### src/uart_baud_pkg.sv
package uart_baud_pkg;

   // ==========================================================
   // Register byte addresses
   // ==========================================================
   localparam logic [31:0] OFS_SHARED_LOW   = 32'hE000C000; // Divisor low, or receive/transmit data
   localparam logic [31:0] OFS_SHARED_HIGH  = 32'hE000C004; // Divisor high, or interrupt enable
   localparam logic [31:0] OFS_LINE_CONTROL = 32'hE000C00C; // Line control register
   localparam logic [31:0] OFS_FRAC_PRESC   = 32'hE000C028; // Fractional prescaler register
   localparam logic [31:0] OFS_BAUD_STATUS  = 32'hE000C040; // Generator status, read only

   // ==========================================================
   // Field positions
   // ==========================================================
   localparam int DIV_ACCESS_POS   = 7;  // Divisor access bit in line control
   localparam int FRAC_ADD_LSB     = 0;  // Add value, bits 3:0
   localparam int FRAC_ADD_MSB     = 3;
   localparam int FRAC_MUL_LSB     = 4;  // Multiplier, bits 7:4
   localparam int FRAC_MUL_MSB     = 7;
   localparam int STAT_COUNT_LSB   = 0;  // Divider counter, bits 15:0
   localparam int STAT_COUNT_MSB   = 15;
   localparam int STAT_FRAC_ON_POS = 16; // Fractional division active
   localparam int STAT_STALL_POS   = 17; // Prescaler in a stall cycle

   // ==========================================================
   // Reset values
   // ==========================================================
   localparam logic [7:0]  RST_DIV_LOW      = 8'h01;
   localparam logic [7:0]  RST_DIV_HIGH     = 8'h00;
   localparam logic [7:0]  RST_LINE_CONTROL = 8'h00;
   localparam logic [3:0]  RST_FRAC_ADD     = 4'h0;
   localparam logic [3:0]  RST_FRAC_MUL     = 4'h1;
   localparam logic [15:0] DIV_ZERO         = 16'h0000;
   localparam logic [15:0] DIV_ONE          = 16'h0001;
   localparam logic [4:0]  ACC_ZERO         = 5'h00;

endpackage

### src/frac_prescaler.sv
`timescale 1ns/1ps

// ==========================================================
// Fractional prescaler
// ==========================================================
// Emits a one-cycle enable at a rate of mul/(mul+add) of the
// peripheral clock; each pulse adds the add value to an
// accumulator and a sum reaching the multiplier inserts one
// stall cycle.
module frac_prescaler (
   // Clock and reset
   input  wire logic       clock,
   input  wire logic       reset,
   // Settings
   input  wire logic [3:0] frac_add_value,
   input  wire logic [3:0] frac_multiplier,
   // Output enable
   output logic            prescale_tick,
   output logic            stalled
);

   logic [4:0] acc_r;      // Fraction accumulator
   logic [4:0] acc_nxt;
   logic       stall_r;    // Current cycle withheld
   logic       stall_nxt;
   logic [4:0] sum;        // Accumulator plus add value
   logic       wrap;       // Sum reached the multiplier
   logic       bypass;     // Add value zero

   // Next-state terms
   assign bypass    = (frac_add_value == 4'h0);
   assign sum       = acc_r + {1'b0, frac_add_value};
   assign wrap      = !bypass && (sum >= {1'b0, frac_multiplier});
   assign stall_nxt = !stall_r && wrap;
   assign acc_nxt   = bypass ? uart_baud_pkg::ACC_ZERO :
                      stall_r ? acc_r :
                      wrap ? (sum - {1'b0, frac_multiplier}) : sum;

   // Pulse on every cycle that is not a stall
   assign prescale_tick = !stall_r;
   assign stalled       = stall_r;

   // Accumulator and stall flag
   always_ff @(posedge clock) begin
      if (reset) begin
         acc_r   <= uart_baud_pkg::ACC_ZERO;
         stall_r <= 1'b0;
      end else begin
         acc_r   <= acc_nxt;
         stall_r <= stall_nxt;
      end
   end

endmodule

### src/uart_fractional_baud_generator.sv
`timescale 1ns/1ps

module uart_fractional_baud_generator (
   // Clock and reset
   input  wire logic        clock,
   input  wire logic        reset,
   // Register port
   input  wire logic [31:0] addr,
   input  wire logic [31:0] wdata,
   input  wire logic        wr_strobe,
   input  wire logic        rd_strobe,
   output logic      [31:0] rdata,
   // Receive buffer side
   output logic             rbr_read,
   input  wire logic [7:0]  rbr_data,
   // Transmit holding side
   output logic             thr_write,
   output logic      [7:0]  thr_data,
   // Interrupt enable side
   output logic             irq_enable_write,
   output logic      [9:0]  irq_enable_data,
   input  wire logic [9:0]  irq_enable_rdata,
   // Line settings to the character logic
   output logic      [7:0]  line_control,
   // Baud enables
   output logic             prescale_tick,
   output logic             baud16_tick
);

   // ==========================================================
   // Register storage
   // ==========================================================
   logic [7:0]  div_low_r;        // Low divisor byte
   logic [7:0]  div_high_r;       // High divisor byte
   logic [7:0]  line_ctrl_r;      // Line control byte
   logic [3:0]  frac_add_r;       // Fractional add value
   logic [3:0]  frac_mul_r;       // Fractional multiplier
   logic [31:0] rdata_r;          // Read answer
   logic [31:0] rdata_nxt;
   logic        thr_write_r;      // Transmit write pulse
   logic [7:0]  thr_data_r;       // Transmit byte
   logic        ier_write_r;      // Interrupt enable write pulse
   logic [9:0]  ier_data_r;       // Interrupt enable value

   // ==========================================================
   // Divider state
   // ==========================================================
   logic [15:0] div_count_r;      // Prescaled pulses left
   logic [15:0] div_count_nxt;
   logic        baud16_r;         // Sampling enable
   logic        baud16_nxt;
   logic [15:0] divisor_raw;      // Concatenated divisor
   logic [15:0] divisor_eff;      // Divisor with zero guard
   logic        div_expire;       // Counter at its last pulse
   logic        presc_tick;       // Enable from prescaler
   logic        presc_stall;      // Prescaler withholding

   // ==========================================================
   // Address decode
   // ==========================================================
   logic        div_access;       // Divisor access bit
   logic        hit_low;          // Shared low offset
   logic        hit_high;         // Shared high offset
   logic        hit_lcr;          // Line control offset
   logic        hit_frac;         // Fractional offset
   logic        hit_stat;         // Status offset
   // Decoded strobes
   logic        wr_div_low;       // Divisor low write
   logic        wr_div_high;      // Divisor high write
   logic        wr_thr;           // Transmit byte write
   logic        wr_ier;           // Enable register write
   logic        wr_lcr;           // Line control write
   logic        wr_frac;          // Fractional register write
   logic        rd_rbr;           // Receive byte read
   logic [31:0] frac_word;        // Fractional register view
   logic [31:0] stat_word;        // Status register view
   logic [31:0] low_word;         // Shared low read view
   logic [31:0] high_word;        // Shared high read view

   // Access bit taken from the stored line control byte
   assign div_access = line_ctrl_r[uart_baud_pkg::DIV_ACCESS_POS];
   // Whole-word compares; short aliases of an offset miss
   assign hit_low    = (addr == uart_baud_pkg::OFS_SHARED_LOW);
   assign hit_high   = (addr == uart_baud_pkg::OFS_SHARED_HIGH);
   assign hit_lcr    = (addr == uart_baud_pkg::OFS_LINE_CONTROL);
   assign hit_frac   = (addr == uart_baud_pkg::OFS_FRAC_PRESC);
   assign hit_stat   = (addr == uart_baud_pkg::OFS_BAUD_STATUS);

   // Divisor bytes reachable only with the access bit set
   assign wr_div_low  = wr_strobe && hit_low && div_access;
   assign wr_div_high = wr_strobe && hit_high && div_access;
   // Access bit clear: data and enable registers take the offsets
   assign wr_thr      = wr_strobe && hit_low && !div_access;
   assign wr_ier      = wr_strobe && hit_high && !div_access;
   // Receive pop only on a read with the access bit clear
   assign rd_rbr      = rd_strobe && hit_low && !div_access;
   // Line control always reachable, or the access bit could stick
   assign wr_lcr      = wr_strobe && hit_lcr;
   // No gating on the fractional register
   assign wr_frac     = wr_strobe && hit_frac;

   // ==========================================================
   // Read views
   // ==========================================================
   // Reserved upper bits of the fractional word read zero
   assign frac_word = {24'h000000, frac_mul_r, frac_add_r};

   // Shared offsets follow the access bit
   assign low_word  = div_access ? {24'h000000, div_low_r}
                                 : {24'h000000, rbr_data};
   // High offset carries the ten enable bits when closed
   assign high_word = div_access ? {24'h000000, div_high_r}
                                 : {22'h000000, irq_enable_rdata};

   // Live generator state
   // Counter, fraction on and stall flag, for debugging only
   always_comb begin
      stat_word = 32'h00000000;
      stat_word[uart_baud_pkg::STAT_COUNT_MSB:uart_baud_pkg::STAT_COUNT_LSB] = div_count_r;
      stat_word[uart_baud_pkg::STAT_FRAC_ON_POS] = (frac_add_r != 4'h0);
      stat_word[uart_baud_pkg::STAT_STALL_POS]   = presc_stall;
   end

   // Read mux; unmapped or idle gives zero
   // A write strobe alone leaves the answer at zero
   always_comb begin
      rdata_nxt = 32'h00000000;
      if (rd_strobe) begin
         if (hit_low) begin
            rdata_nxt = low_word;
         end else if (hit_high) begin
            rdata_nxt = high_word;
         end else if (hit_lcr) begin
            rdata_nxt = {24'h000000, line_ctrl_r};
         end else if (hit_frac) begin
            rdata_nxt = frac_word;
         end else if (hit_stat) begin
            rdata_nxt = stat_word;
         end else begin
            rdata_nxt = 32'h00000000;
         end
      end
   end

   // ==========================================================
   // Register writes
   // ==========================================================
   // Divisor bytes
   // Each byte written on its own; no pairing lock
   always_ff @(posedge clock) begin
      if (reset) begin
         div_low_r  <= uart_baud_pkg::RST_DIV_LOW;
         div_high_r <= uart_baud_pkg::RST_DIV_HIGH;
      end else begin
         if (wr_div_low) begin
            div_low_r <= wdata[7:0];
         end
         if (wr_div_high) begin
            div_high_r <= wdata[7:0];
         end
      end
   end

   // Line control byte
   // Bit seven opens the divisor bytes at the shared offsets
   always_ff @(posedge clock) begin
      if (reset) begin
         line_ctrl_r <= uart_baud_pkg::RST_LINE_CONTROL;
      end else if (wr_lcr) begin
         line_ctrl_r <= wdata[7:0];
      end
   end

   // Fractional fields; reset leaves the fraction off
   // No access gating; writable at any time
   always_ff @(posedge clock) begin
      if (reset) begin
         frac_add_r <= uart_baud_pkg::RST_FRAC_ADD;
         frac_mul_r <= uart_baud_pkg::RST_FRAC_MUL;
      end else if (wr_frac) begin
         // Upper word bits are not stored
         frac_add_r <= wdata[uart_baud_pkg::FRAC_ADD_MSB:uart_baud_pkg::FRAC_ADD_LSB];
         frac_mul_r <= wdata[uart_baud_pkg::FRAC_MUL_MSB:uart_baud_pkg::FRAC_MUL_LSB];
      end
   end

   // Forwarded writes to transmit and enable registers
   // Data bytes hold after the pulse until the next such write
   always_ff @(posedge clock) begin
      if (reset) begin
         thr_write_r <= 1'b0;
         thr_data_r  <= 8'h00;
         ier_write_r <= 1'b0;
         ier_data_r  <= 10'h000;
      end else begin
         thr_write_r <= wr_thr;
         ier_write_r <= wr_ier;
         if (wr_thr) begin
            thr_data_r <= wdata[7:0];
         end
         if (wr_ier) begin
            ier_data_r <= wdata[9:0];
         end
      end
   end

   // Read answer, one cycle after the strobe
   // Cleared when idle so a stale answer never lingers
   always_ff @(posedge clock) begin
      if (reset) begin
         rdata_r <= 32'h00000000;
      end else begin
         rdata_r <= rdata_nxt;
      end
   end

   // ==========================================================
   // Fractional prescaler
   // ==========================================================
   // Mis-set multiplier or add value gives an undefined rate only
   // No lock-up either way: the stall flag never holds two cycles
   // Fields feed straight in; a mid-frame change may bend one period
   frac_prescaler u_frac_prescaler (
      .clock           (clock),
      .reset           (reset),
      .frac_add_value  (frac_add_r),
      .frac_multiplier (frac_mul_r),
      .prescale_tick   (presc_tick),
      .stalled         (presc_stall)
   );

   // ==========================================================
   // Integer divisor stage
   // ==========================================================
   // High byte above low byte
   assign divisor_raw = {div_high_r, div_low_r};
   // Zero treated as one so the counter never stalls
   assign divisor_eff = (divisor_raw == uart_baud_pkg::DIV_ZERO) ?
                        uart_baud_pkg::DIV_ONE : divisor_raw;
   // Last prescaled pulse of the period; also catches a count of zero
   assign div_expire  = (div_count_r <= uart_baud_pkg::DIV_ONE);

   // Reload on expiry, count prescaled pulses otherwise
   // A new divisor lands at the next reload; a count already above
   // the new value runs down to one first, so no period is cut short
   // Stall cycles of the prescaler leave the count untouched
   always_comb begin
      div_count_nxt = div_count_r;
      baud16_nxt    = 1'b0;
      if (presc_tick) begin
         if (div_expire) begin
            div_count_nxt = divisor_eff;
            baud16_nxt    = 1'b1;
         end else begin
            div_count_nxt = div_count_r - uart_baud_pkg::DIV_ONE;
         end
      end
   end

   // Counter and sampling enable
   // Reset count of one gives a first enable right after reset
   always_ff @(posedge clock) begin
      if (reset) begin
         div_count_r <= uart_baud_pkg::DIV_ONE;
         baud16_r    <= 1'b0;
      end else begin
         div_count_r <= div_count_nxt;
         baud16_r    <= baud16_nxt;
      end
   end

   // ==========================================================
   // Outputs
   // ==========================================================
   // Register port answer
   assign rdata            = rdata_r;
   // Receive pop is combinational, in the strobe cycle itself
   assign rbr_read         = rd_rbr;
   // Forwarded writes, one cycle after the strobe
   assign thr_write        = thr_write_r;
   assign thr_data         = thr_data_r;
   assign irq_enable_write = ier_write_r;
   assign irq_enable_data  = ier_data_r;
   // Settings and enables for the character logic
   assign line_control     = line_ctrl_r;
   assign prescale_tick    = presc_tick;
   assign baud16_tick      = baud16_r;

endmodule

### config.mk
export PLATFORM = sky130hd
export DESIGN_NAME = uart_fractional_baud_generator
export DESIGN_NICKNAME = d
export VERILOG_FILES = /design/src/uart_baud_pkg.sv /design/src/frac_prescaler.sv /design/src/uart_fractional_baud_generator.sv
export SDC_FILE = /design/constraint.sdc
export NUM_CORES = 1
export LEC_CHECK = 0
export CORE_MARGIN = 5
export CORE_UTILIZATION = 50
export DETAILED_ROUTE_END_ITERATION = 8
export DONT_BUFFER_PORTS = 1
export MAX_ROUTING_LAYER = met4
export SYNTH_ARGS = -nofsm -noshare
export SYNTH_HDL_FRONTEND = slang
export SYNTH_SLANG_ARGS = --single-unit
### constraint.sdc
create_clock -name clock -period 7.8 [get_ports clock]
set_input_delay 1.56 -clock clock [delete_from_list [all_inputs] [get_ports clock]]
set_output_delay 1.56 -clock clock [all_outputs]
set_load 0.02 [all_outputs]
==> results by group, run 1 <==
Job
  – Max-cap violations: 0

Clock tree
  – CTS root buf: clkbuf_8
  – H-tree Lvls: 3
  – Worst-Skew Late Latency: 0.37 ns
  – CTS tree: done
  – Clock Sinks: 93
  – Post-cts repair resize count: 0
  – Clock-pin slew on the worst setup and hold paths: 0.10 ns
  – Setup bufs post-CTS: 0
  – Clock buffer depth: 2
  – Hold_buf cts: 0
  – Clock buffer count from CTS: 9

Floorplan
  – # IOs: 149
  – Chip Width: 108 um
  – Initial Util: 0.516
  – Placeable Area: 0.00933 mm^2
  – Rows: 35
  – Die area: 0.0117 mm^2
  – Die height: between 100 and 150 um

Route
  – Detailed Route Iter0 Violations: around 220
  – WL per Instance: 20.0 um
  – Via count: 3796
  – Final ANT Viol Nets: 0
  – Total Wirelength: 12900 um
  – Vias per Instance: 5.89
  – 1st-pass router iterations: 4
  – DRC violations left: 0

STA
  – Final period util: 0.621
  – Slew HR: 0.356
  – Post-Route Setup TNS: 0 ns
  – RSZ-0062 raised after global routing: false
  – Final setup skew: 0.0133 ns
  – Worst Tran Pin Value: 0.957 ns
  – Number of setup violations in the final report: 0
  – Hold Fails Final Rpt: 0
  – Fmax achieved: roughly 0.21 GHz
  – Final Max Tran Viols: 0
  – Fin Hold WS: approximately 0.47 ns
  – Post-layout min period: between 4 and 5 ns

Pwr
  – Clock power frac: 0.271
  – Sw Share: 0.356
  – Psw: 0.000414 W
  – Internal: 0.000750 W
  – Power density over the cells: approximately 230 mW/mm^2
  – VDD IR max: 0.000115 V
  – Reg power frac: 0.477
  – Leakage: roughly 2.2 nW
  – Gate power share: 0.252

Yosys
  – Post-synth ARST share: 0
  – Ys flop type: dfxtp_1
  – Synthesis warning total: 0
  – Number of cells produced by synthesis: 523
  – Yosys reg bits: 93
  – Most frequent cell after synthesis: dfxtp_1
  – Post-Syn Area: 0.00481 mm^2
  – Avg Cell Area, Syn: 9.20 um^2
  – Area contributors post-synth: dfxtp_1 39%, mux2i_1 12%, nor2_1 6.6%, ha_1 2.6%, buf_4 2.3%
  – Synth area leader: dfxtp_1
  – Synth top area share: 0.387
  – EDFF count, synth: 0
  – Synth cell types: 65
  – Sequential area share after synthesis: 0.387
  – Post-synth top cells: 93 x dfxtp_1, 85 x nor2_1, 60 x mux2i_1, 19 x a21oi_1, 18 x inv_1

Placed design
  – HPWL Detailed: between 9000 and 10000 um
  – Routability Congestion: between 0.8 and 0.9
  – Placed cell count: 629
  – Port Buffers: 0

Layout
  – Layout cell share with drive strength beyond 1: 0.0853
  – Final #Nets: 609
  – Fillers: 902
  – Ant diodes: 0
  – Non-filler instance count after layout: 645
  – Area growth syn-to-layout: 4.00%

Critical path
  – R2R Path Start: div_count_r[0]$_SDFFE_PP1N_
  – Required time worst endpoint: 6.24 ns
  – CP Cell Sequence: or4_4 -> nor4_4 -> and4_2 -> and3_1
  – Worst-path fanout max: 10
  – Worst Setup End Kind: output port
  – Setup CP Type: input pin to output port
  – Critical path arrival: 3.28 ns
  – Worst reg2reg path endpoint: div_count_r[12]$_SDFFE_PP0N_
  – Worst Setup Start Kind: input pin
  – Slowest cell on crit path: or4_4
  – Slowest stage delay, CP: between 0.5 and 0.6 ns
  – Crit path launch: addr[9]
  – Worst r2r path cells: 8
  – Setup slack, reg-to-reg: between 4 and 5 ns

Outcome
  – Outcome: finished clean

Min path
  – Hold Path Class: flip-flop to flip-flop
  – Hold Path Depth: 2
  – HP Start: u_frac_prescaler.acc_r[2]$_SDFFE_PP0N_
  – Hold EP: u_frac_prescaler.acc_r[2]$_SDFFE_PP0N_

GRT
  – Pin count of the biggest net entering global routing: 73
  – Tot GR Track Use: 0.223
  – Overflow after GRT: 0
  – Initial antenna violation count: 0
  – First-pass GRT wire length: 19600 um
  – Vias in the first global route: 3569
[cell usage in the layout, fill, tap and decap left out, types with 3 or more instances in the layout]
master | Yosys | layout
a211o_1 | 4 | 4
a211oi_1 | 6 | 6
a21boi_0 | 8 | 8
a21o_1 | 5 | 5
a21oi_1 | 19 | 19
a22o_1 | 8 | 8
a22oi_1 | 8 | 8
and3_1 | 12 | 12
clkbuf_8 | 0 | 9
conb_1 | 1 | 14
dfxtp_1 | 93 | 93
ha_1 | 10 | 10
inv_1 | 18 | 18
mux2_2 | 8 | 8
mux2i_1 | 60 | 60
nand2_1 | 14 | 14
nand2b_1 | 11 | 11
nand3_1 | 9 | 9
nor2_1 | 85 | 85
nor2b_1 | 3 | 3
nor3_1 | 9 | 9
nor4_1 | 9 | 9
nor4_2 | 3 | 3
o21ai_0 | 9 | 9
o22ai_1 | 7 | 7
o32ai_1 | 9 | 9
or2_2 | 3 | 3
or3_1 | 3 | 3
or4_1 | 5 | 5
xnor2_1 | 6 | 6
[logic make-up after synthesis]
logic type / after synthesis / share of synthesized area
flip-flops: 93 / 0.387
XOR/XNOR: 8 / 0.0146
AND/OR/NAND/NOR: 190 / 0.220
AO/OA/AOI/OAI: 96 / 0.141
adder cells (fa/ha/maj): 12 / 0.0343
multiplexers: 68 / 0.144
buffers and inverters: 55 / 0.0593
other: 1 / 0.000779
[worst max-delay path: cells and delay by family]
family        cells  cell delay, ns
simple gates      4            1.72
[per-stage QoR]
stage / power (W) / worst slack [ns] / area (um^2) / utilization
2_1_floorplan: 0.000811 / 3.14 / 4860 / -
6_report: 0.00116 / 2.96 / 5000 / 0.537
4_1_cts: 0.00117 / 2.97 / 5000 / 0.537
5_1_grt: 0.00124 / 2.89 / 5000 / 0.537
3_5_place_dp: 0.000857 / 2.98 / 4810 / 0.516
3_3_place_gp: 0.000850 / 3.00 / 4810 / 0.516
[cell type report]
| cell class | instances | area, um^2 | area share |
|---|---|---|---|
| clock buffer | 9 | 124 | 0.0248 |
| clock inverter | 7 | 68.8 | 0.0138 |
| inverter | 18 | 67.6 | 0.0135 |
| multi-input combinational | 388 | 2710 | 0.542 |
| sequential | 93 | 1860 | 0.372 |
| tap | 129 | 161 | 0.0323 |
| timing repair buffer | 1 | 7.51 | 0.00150 |
[how the worst max path moves through the flow]
stage	cells after the start	end
floorplan	5	rbr_read
global placement	4	rbr_read
detailed placement	4	rbr_read
CTS	4	rbr_read
global route	4	rbr_read
finish	4	rbr_read
[layer usage]
metal / track usage / wire length, um
met5: - / 0
met4: 0.0775 / 232
met3: 0.0501 / 949
met2: 0.355 / 6110
met1: 0.279 / 5600
[power by group through the flow]
stage | sequential (W) | clock, W | combinational [W]
floorplan | 0.000550 | 0 | 0.000261
global placement | 0.000565 | 0 | 0.000285
detailed placement | 0.000565 | 0 | 0.000292
CTS | 0.000554 | 0.000325 | 0.000293
global route | 0.000561 | 0.000343 | 0.000334
finish | 0.000555 | 0.000316 | 0.000294
[state kept, by name (all words and copies together), names as in the netlist, 4 cells and up]
signal	flops
irq_enable_data	10
div_count_r	16
div_high_r	8
line_control	8
rdata	18
frac_add_r	4
u_frac_prescaler.acc_r	5
thr_data	8
frac_mul_r	4
div_low_r	8
Note: power is estimated with default switching activity, not from simulation.
==> inputs of run 2 (changes only) <==
- PLACE_DENSITY: unset -> 0.68
- clock period: 7.8 -> 4 ns (I/O delays scaled with it)
==> run 2 against run 1 <==
  * Via count grew 0.97%
  * Hold slack gained 0.022 ns
  * Total power grew 100%
  * Sequential cell count is the same
  * Register-to-register slack lost 3.8 ns
  * Worst setup slack lost 2.1 ns
  * Largest cell class unchanged
  * Routed wire length grew 0.71%
  * Combinational power grew 97%
  * Sequential share of layout area shrank 0.22 points
==> results by group, run 2 (synthesis results as in run 1) <==
Min path
  – Hold Path Depth: 1 (-1)
  – HP Start: reset
  – Hold EP: frac_mul_r[1]$_SDFFE_PP0P_
  – Hold Path Class: input pin to flip-flop

Clock tree
  – Setup bufs post-CTS: 0 (unchanged)
  – Clock Sinks: 93 (unchanged)
  – H-tree Lvls: 3 (unchanged)
  – CTS root buf: clkbuf_8
  – Post-cts repair resize count: 0 (unchanged)
  – CTS tree: done
  – Worst-Skew Late Latency: 0.38 ns (about the same)
  – Hold_buf cts: 0 (unchanged)
  – Clock buffer count from CTS: 9 (unchanged)
  – Clock-pin slew on the worst setup and hold paths: 0.10 ns (about the same)
  – Clock buffer depth: 2 (unchanged)

Floorplan
  – # IOs: 149 (unchanged)
  – Placeable Area: 0.00933 mm^2 (unchanged)
  – Die area: 0.0117 mm^2 (unchanged)
  – Initial Util: 0.516 (unchanged)
  – Rows: 35 (unchanged)
  – Chip Width: 108 um (unchanged)
  – Die height: 108 um (unchanged)

Pwr
  – Power density over the cells: 465 mW/mm^2 (+100%)
  – Leakage: 2.20 nW (+0.98%)
  – VDD IR max: 0.000224 V (+94%)

GRT
  – Tot GR Track Use: 0.232 (+0.00889)
  – Initial antenna violation count: 0 (unchanged)
  – Vias in the first global route: 3797 (+6.4%)
  – Pin count of the biggest net entering global routing: 73 (unchanged)
  – Overflow after GRT: 0 (unchanged)
  – First-pass GRT wire length: 20500 um (+4.3%)

Outcome
  – Outcome: finished clean

STA
  – Final setup skew: 0.0171 ns (+0.00375 ns)
  – Hold Fails Final Rpt: 0 (unchanged)
  – Final Max Tran Viols: 0 (unchanged)
  – RSZ-0062 raised after global routing: false
  – Final period util: 0.788
  – Worst Tran Pin Value: 0.979 ns (+0.0215 ns)
  – Number of setup violations in the final report: 0 (unchanged)
  – Slew HR: 0.342 (-0.0145)
  – Post-layout min period: 3.15 ns
  – Fmax achieved: between 0.3 and 0.4 GHz
  – Post-Route Setup TNS: 0 ns (unchanged)

Placed design
  – Post-place instance area: 0.00482 mm^2 (+0.16%)
  – Port Buffers: 0 (unchanged)
  – HPWL Detailed: 9700 um (+1.2%)
  – Routability Congestion: 0.931 (+12%)

Layout
  – Area growth syn-to-layout: 4.63%
  – Commonest non-fill, non-tap cell in the layout: dfxtp_1
  – Max reg flops: 18 (unchanged)
  – Most frequent cells in the layout: 93 x dfxtp_1, 85 x nor2_1, 60 x mux2i_1
  – Layout cell share with drive strength beyond 1: 0.0870 (+0.00177)
  – Final #Nets: 610 (+0.16%)
  – Final Cell Area: 0.00503 mm^2 (+0.60%)
  – Ant diodes: 0 (unchanged)

Route
  – Detailed Route Iter0 Violations: 269 (+20%)
  – Total Wirelength: 13000 um (+0.71%)
  – Vias per Instance: 5.93 (+0.82%)
  – Via count: 3833 (+0.97%)
  – Final ANT Viol Nets: 0 (unchanged)
  – DRC violations left: 0 (unchanged)
  – WL per Instance: 20.1 um (+0.56%)
  – 1st-pass router iterations: 5 (+1)

Critical path
  – Slowest stage delay, CP: 0.54 ns (about the same)
  – Worst Setup End Kind: output port
  – Worst reg2reg path endpoint: u_frac_prescaler.acc_r[0]$_SDFFE_PP0N_
  – Slowest cell on crit path: or4_4
  – Worst Setup Start Kind: input pin
  – Setup CP Type: input pin to output port
  – R2R Path Start: frac_add_r[0]$_SDFFE_PP0P_
  – Setup slack, reg-to-reg: 1.13 ns (-3.77 ns)
  – CP Cell Sequence: or4_4 -> nor4_4 -> buf_4 -> and4_2 -> and3_1
  – Worst r2r path cells: 10 (+2)
  – Required time worst endpoint: 3.20 ns (-3.04 ns)
  – Worst-path fanout max: 10 (unchanged)
  – Critical path arrival: 2.35 ns (-0.93 ns)

Job
  – Max-cap violations: 0 (unchanged)
run 2: metal layers:
layer	track usage	wire, um
met2	0.354	6160
met3	0.0710	1070
met4	0.0775	322
met5	-	0
met1	0.292	5420
run 2: stage by stage:
stage | util | hold WS, ns | total power [W] | std cells | worst slack (ns)
5_1_grt | 0.540 | 0.468 | 0.00250 | 646 | 0.810
6_report | 0.540 | 0.493 | 0.00234 | 646 | 0.847
4_1_cts | 0.540 | 0.481 | 0.00234 | 646 | 0.861
3_5_place_dp | 0.517 | 0.483 | 0.00167 | 630 | 0.862
2_1_floorplan | - | 0.442 | 0.00158 | 536 | 0.862
3_3_place_gp | 0.517 | 0.475 | 0.00165 | 630 | 0.878
run 2: final cells by class:
cell class	instances	area, um^2
fill	842	4290
timing repair buffer	2	15.0
inverter	18	67.6
clock inverter	6	77.6
tap	129	161
sequential	93	1860
clock buffer	10	138
multi-input combinational	388	2710
run 2: where the power goes:
part	internal, W	total (W)	switching [W]	leakage, nW
clock	0.000318	0.000683	0.000365	0.107
sequential	0.000987	0.00108	0.0000932	0.751
combinational	0.000235	0.000579	0.000344	1.34
total	0.00154	0.00234	0.000802	2.20
run 2: how the worst max path moves through the flow:
stage	to	slack, ns	cells past startpoint	startpoint
2_1_floorplan	rbr_read	0.86	5	addr[9]
5_1_grt	rbr_read	0.81	5	addr[9]
4_1_cts	rbr_read	0.86	5	addr[9]
3_3_place_gp	rbr_read	0.88	5	addr[9]
3_5_place_dp	rbr_read	0.86	5	addr[9]
6_report	rbr_read	0.85	5	addr[9]
run 2: worst max-delay path: cells and delay by family:
kind,cells,cell delay [ns]
and+or+nand+nor,4,1.33
buffers and inverters,1,0.21
==> inputs of run 3 (changes only) <==
- clock period: 4 -> 2.77 ns (I/O delays scaled with it)
==> run 3 against run 2 <==
  * Sequential cell count is the same
  * Final cell count grew 2.5%
  * First-iteration DRC count grew 21%
  * Clock power grew 35%
  * Final area grew 2.9%
  * Combinational power grew 54%
  * Sequential power grew 44%
  * Clock-buffer cell count is the same
  * Sequential share of layout area shrank 0.98 points
  * Register-to-register slack lost 1.0 ns
  * Clock skew shrank 0.0022 ns
  * Non-clock buffer count grew 16
  * Critical path type is now flip-flop to flip-flop
  * Critical endpoint is now u_frac_prescaler.acc_r[0]$_SDFFE_PP0N_
  * Largest cell class unchanged
==> results by group, run 3 (synthesis results as in run 1) <==
Critical path
  – Worst-path fanout max: 4 (-6)
  – Setup CP Type: flip-flop to flip-flop
  – CP Cell Sequence: ha_4 -> inv_1 -> fa_2 -> inv_2 -> ha_4 -> o21ai_0 -> a211o_1 -> a21o_1 -> or4_1 -> nand3_1
  – Required time worst endpoint: 3.06 ns (-0.14 ns)
  – Slowest stage delay, CP: 0.52 ns (-0.02 ns)
  – Critical path arrival: 2.93 ns (+0.58 ns)
  – Most used cell, CP: ha_4
  – Slowest cell on crit path: fa_2
  – Setup slack, reg-to-reg: 0.13 ns (-1.00 ns)
  – Worst Setup End Kind: flip-flop
  – Worst Setup Start Kind: flip-flop

Route
  – Total Wirelength: 13100 um (+0.96%)
  – WL per Instance: 19.8 um (-1.5%)
  – Detailed Route Iter0 Violations: 325 (+21%)
  – Via count: 3905 (+1.9%)
  – 1st-pass router iterations: 5 (unchanged)
  – Final ANT Viol Nets: 0 (unchanged)
  – DRC violations left: 0 (unchanged)
  – Vias per Instance: 5.90 (-0.58%)

Clock tree
  – Clock-pin slew on the worst setup and hold paths: 0.09 ns (about the same)
  – Hold_buf cts: 0 (unchanged)
  – Worst-Skew Late Latency: 0.36 ns (-0.02 ns)
  – Clock buffer count from CTS: 9 (unchanged)
  – Clock buffer depth: 2 (unchanged)
  – CTS tree: done
  – Clock Sinks: 93 (unchanged)
  – H-tree Lvls: 3 (unchanged)
  – CTS root buf: clkbuf_8

Pwr
  – Leakage: 2.27 nW (+3.3%)
  – Power density over the cells: 650 mW/mm^2 (+40%)
  – VDD IR max: 0.000456 V (+100%)

Layout
  – Commonest non-fill, non-tap cell in the layout: dfxtp_1
  – Multi-input logic area: 0.00275 mm^2 (+1.5%)
  – Most frequent cells in the layout: 91 x dfxtp_1, 85 x nor2_1, 60 x mux2i_1
  – Final core occ: 0.555 (+0.0154)
  – Area growth syn-to-layout: 7.62%
  – Layout cell share with drive strength beyond 1: 0.129 (+0.0424)
  – Fillers: 872 (+3.6%)
  – Reg area: 0.00186 mm^2 (+0.13%)
  – Max reg flops: 18 (unchanged)
  – Ant diodes: 0 (unchanged)
  – Final #Nets: 626 (+2.6%)

GRT
  – Overflow after GRT: 0 (unchanged)
  – Met1 Use GR: 0.289 (-0.00336)
  – Vias in the first global route: 3790 (-0.18%)
  – Tot GR Track Use: 0.230 (-0.00203)
  – Pin count of the biggest net entering global routing: 73 (unchanged)
  – Initial antenna violation count: 0 (unchanged)
  – First-pass GRT wire length: 20300 um (-0.64%)
  – Grt met3 use: 0.0627 (-0.00836)
  – Most Crowded Layer GR: met2
  – Grt met2 use: 0.370 (+0.0155)

STA
  – Final setup skew: 0.0149 ns (-0.00216 ns)
  – Number of setup violations in the final report: 0 (unchanged)
  – Hold Fails Final Rpt: 0 (unchanged)
  – Fmax achieved: 0.379 GHz
  – Slew HR: 0.640 (+0.298)
  – Post-layout min period: ~2.6 ns
  – Worst Tran Pin Value: 0.536 ns (-0.443 ns)
  – Final Max Tran Viols: 0 (unchanged)
  – RSZ-0062 raised after global routing: false
  – Post-Route Setup TNS: 0 ns (unchanged)
  – Final period util: 0.953

Min path
  – Hold Path Class: input pin to flip-flop

Floorplan
  – Die height: 108 um (unchanged)
  – Placeable Area: 0.00933 mm^2 (unchanged)
  – Initial Util: 0.516 (unchanged)
  – Die area: 0.0117 mm^2 (unchanged)
  – Chip Width: 108 um (unchanged)
  – # IOs: 149 (unchanged)
  – Rows: 35 (unchanged)

Placed design
  – Port Buffers: 0 (unchanged)
  – Routability Congestion: 0.960 (+3.1%)
  – HPWL Detailed: 9840 um (+1.4%)

Job
  – Max-cap violations: 0 (unchanged)

Outcome
  – Outcome: finished clean
run 3: changes by cell type in the layout (fill, tap and decap cells not counted), sizes merged:
| cell | previous run | this run |
|---|---|---|
| clkinv | 1 | 2 |
| inv | 21 | 20 |
| buf | 2 | 18 |
run 3: final timing paths:
check	start	cells past startpoint	endpoint
min	reset	1	frac_add_r[1]$_SDFFE_PP0P_
max reg2reg	frac_add_r[0]$_SDFFE_PP0P_	10	u_frac_prescaler.acc_r[0]$_SDFFE_PP0N_
max	frac_add_r[0]$_SDFFE_PP0P_	10	u_frac_prescaler.acc_r[0]$_SDFFE_PP0N_
min reg2reg	u_frac_prescaler.acc_r[2]$_SDFFE_PP0N_	2	u_frac_prescaler.acc_r[2]$_SDFFE_PP0N_
run 3: final cells by class:
type                    instances  share of cell area
multi-input cells             388               0.532
flip-flops and latches         93               0.360
well taps                     129              0.0312
repair buffers                 18              0.0261
clock buffers                  10              0.0246
clock inverters                 6              0.0133
inverters                      18              0.0130
run 3: repair_timing:
action                     4_1_cts  5_1_grt
setup endpoints to repair        3        4
buffers inserted                 0        1
resized for setup                1        9
pin swaps                        0        1
run 3: power breakdown:
group          internal [W]  switching, W
combinational      0.000380      0.000511
sequential          0.00143      0.000131
clock              0.000425      0.000497
run 3: per-stage QoR:
| step | setup slack, ns | cell area [um^2] | std cells | hold slack [ns] | total power, W |
|---|---|---|---|---|---|
| 3_5_place_dp | 0.00665 | 4930 | 645 | 0.489 | 0.00247 |
| 2_1_floorplan | 0.124 | 4860 | 536 | 0.442 | 0.00228 |
| 6_report | 0.131 | 5180 | 662 | 0.260 | 0.00337 |
| 5_1_grt | 0.0280 | 5180 | 662 | 0.236 | 0.00356 |
| 4_1_cts | 0.0253 | 5140 | 661 | 0.246 | 0.00337 |
| 3_3_place_gp | 0.0562 | 4930 | 645 | 0.477 | 0.00244 |
run 3: per-layer routing:
metal  share of wire  vias up  routed length (um)
met2            0.49      152                6450
li1                -     1861                   -
met3           0.080       17                1050
met1            0.41     1875                5410
met5               0        -                   0
met4           0.014        0                 185
run 3: critical path, delay by kind of cell, from the launching register on:
family	cells	cell delay, ns
AO/OA/AOI/OAI	3	0.59
flip-flops	1	0.39
buffers and inverters	2	0.10
adder cells (fa/ha/maj)	3	0.93
AND/OR/NAND/NOR	2	0.57
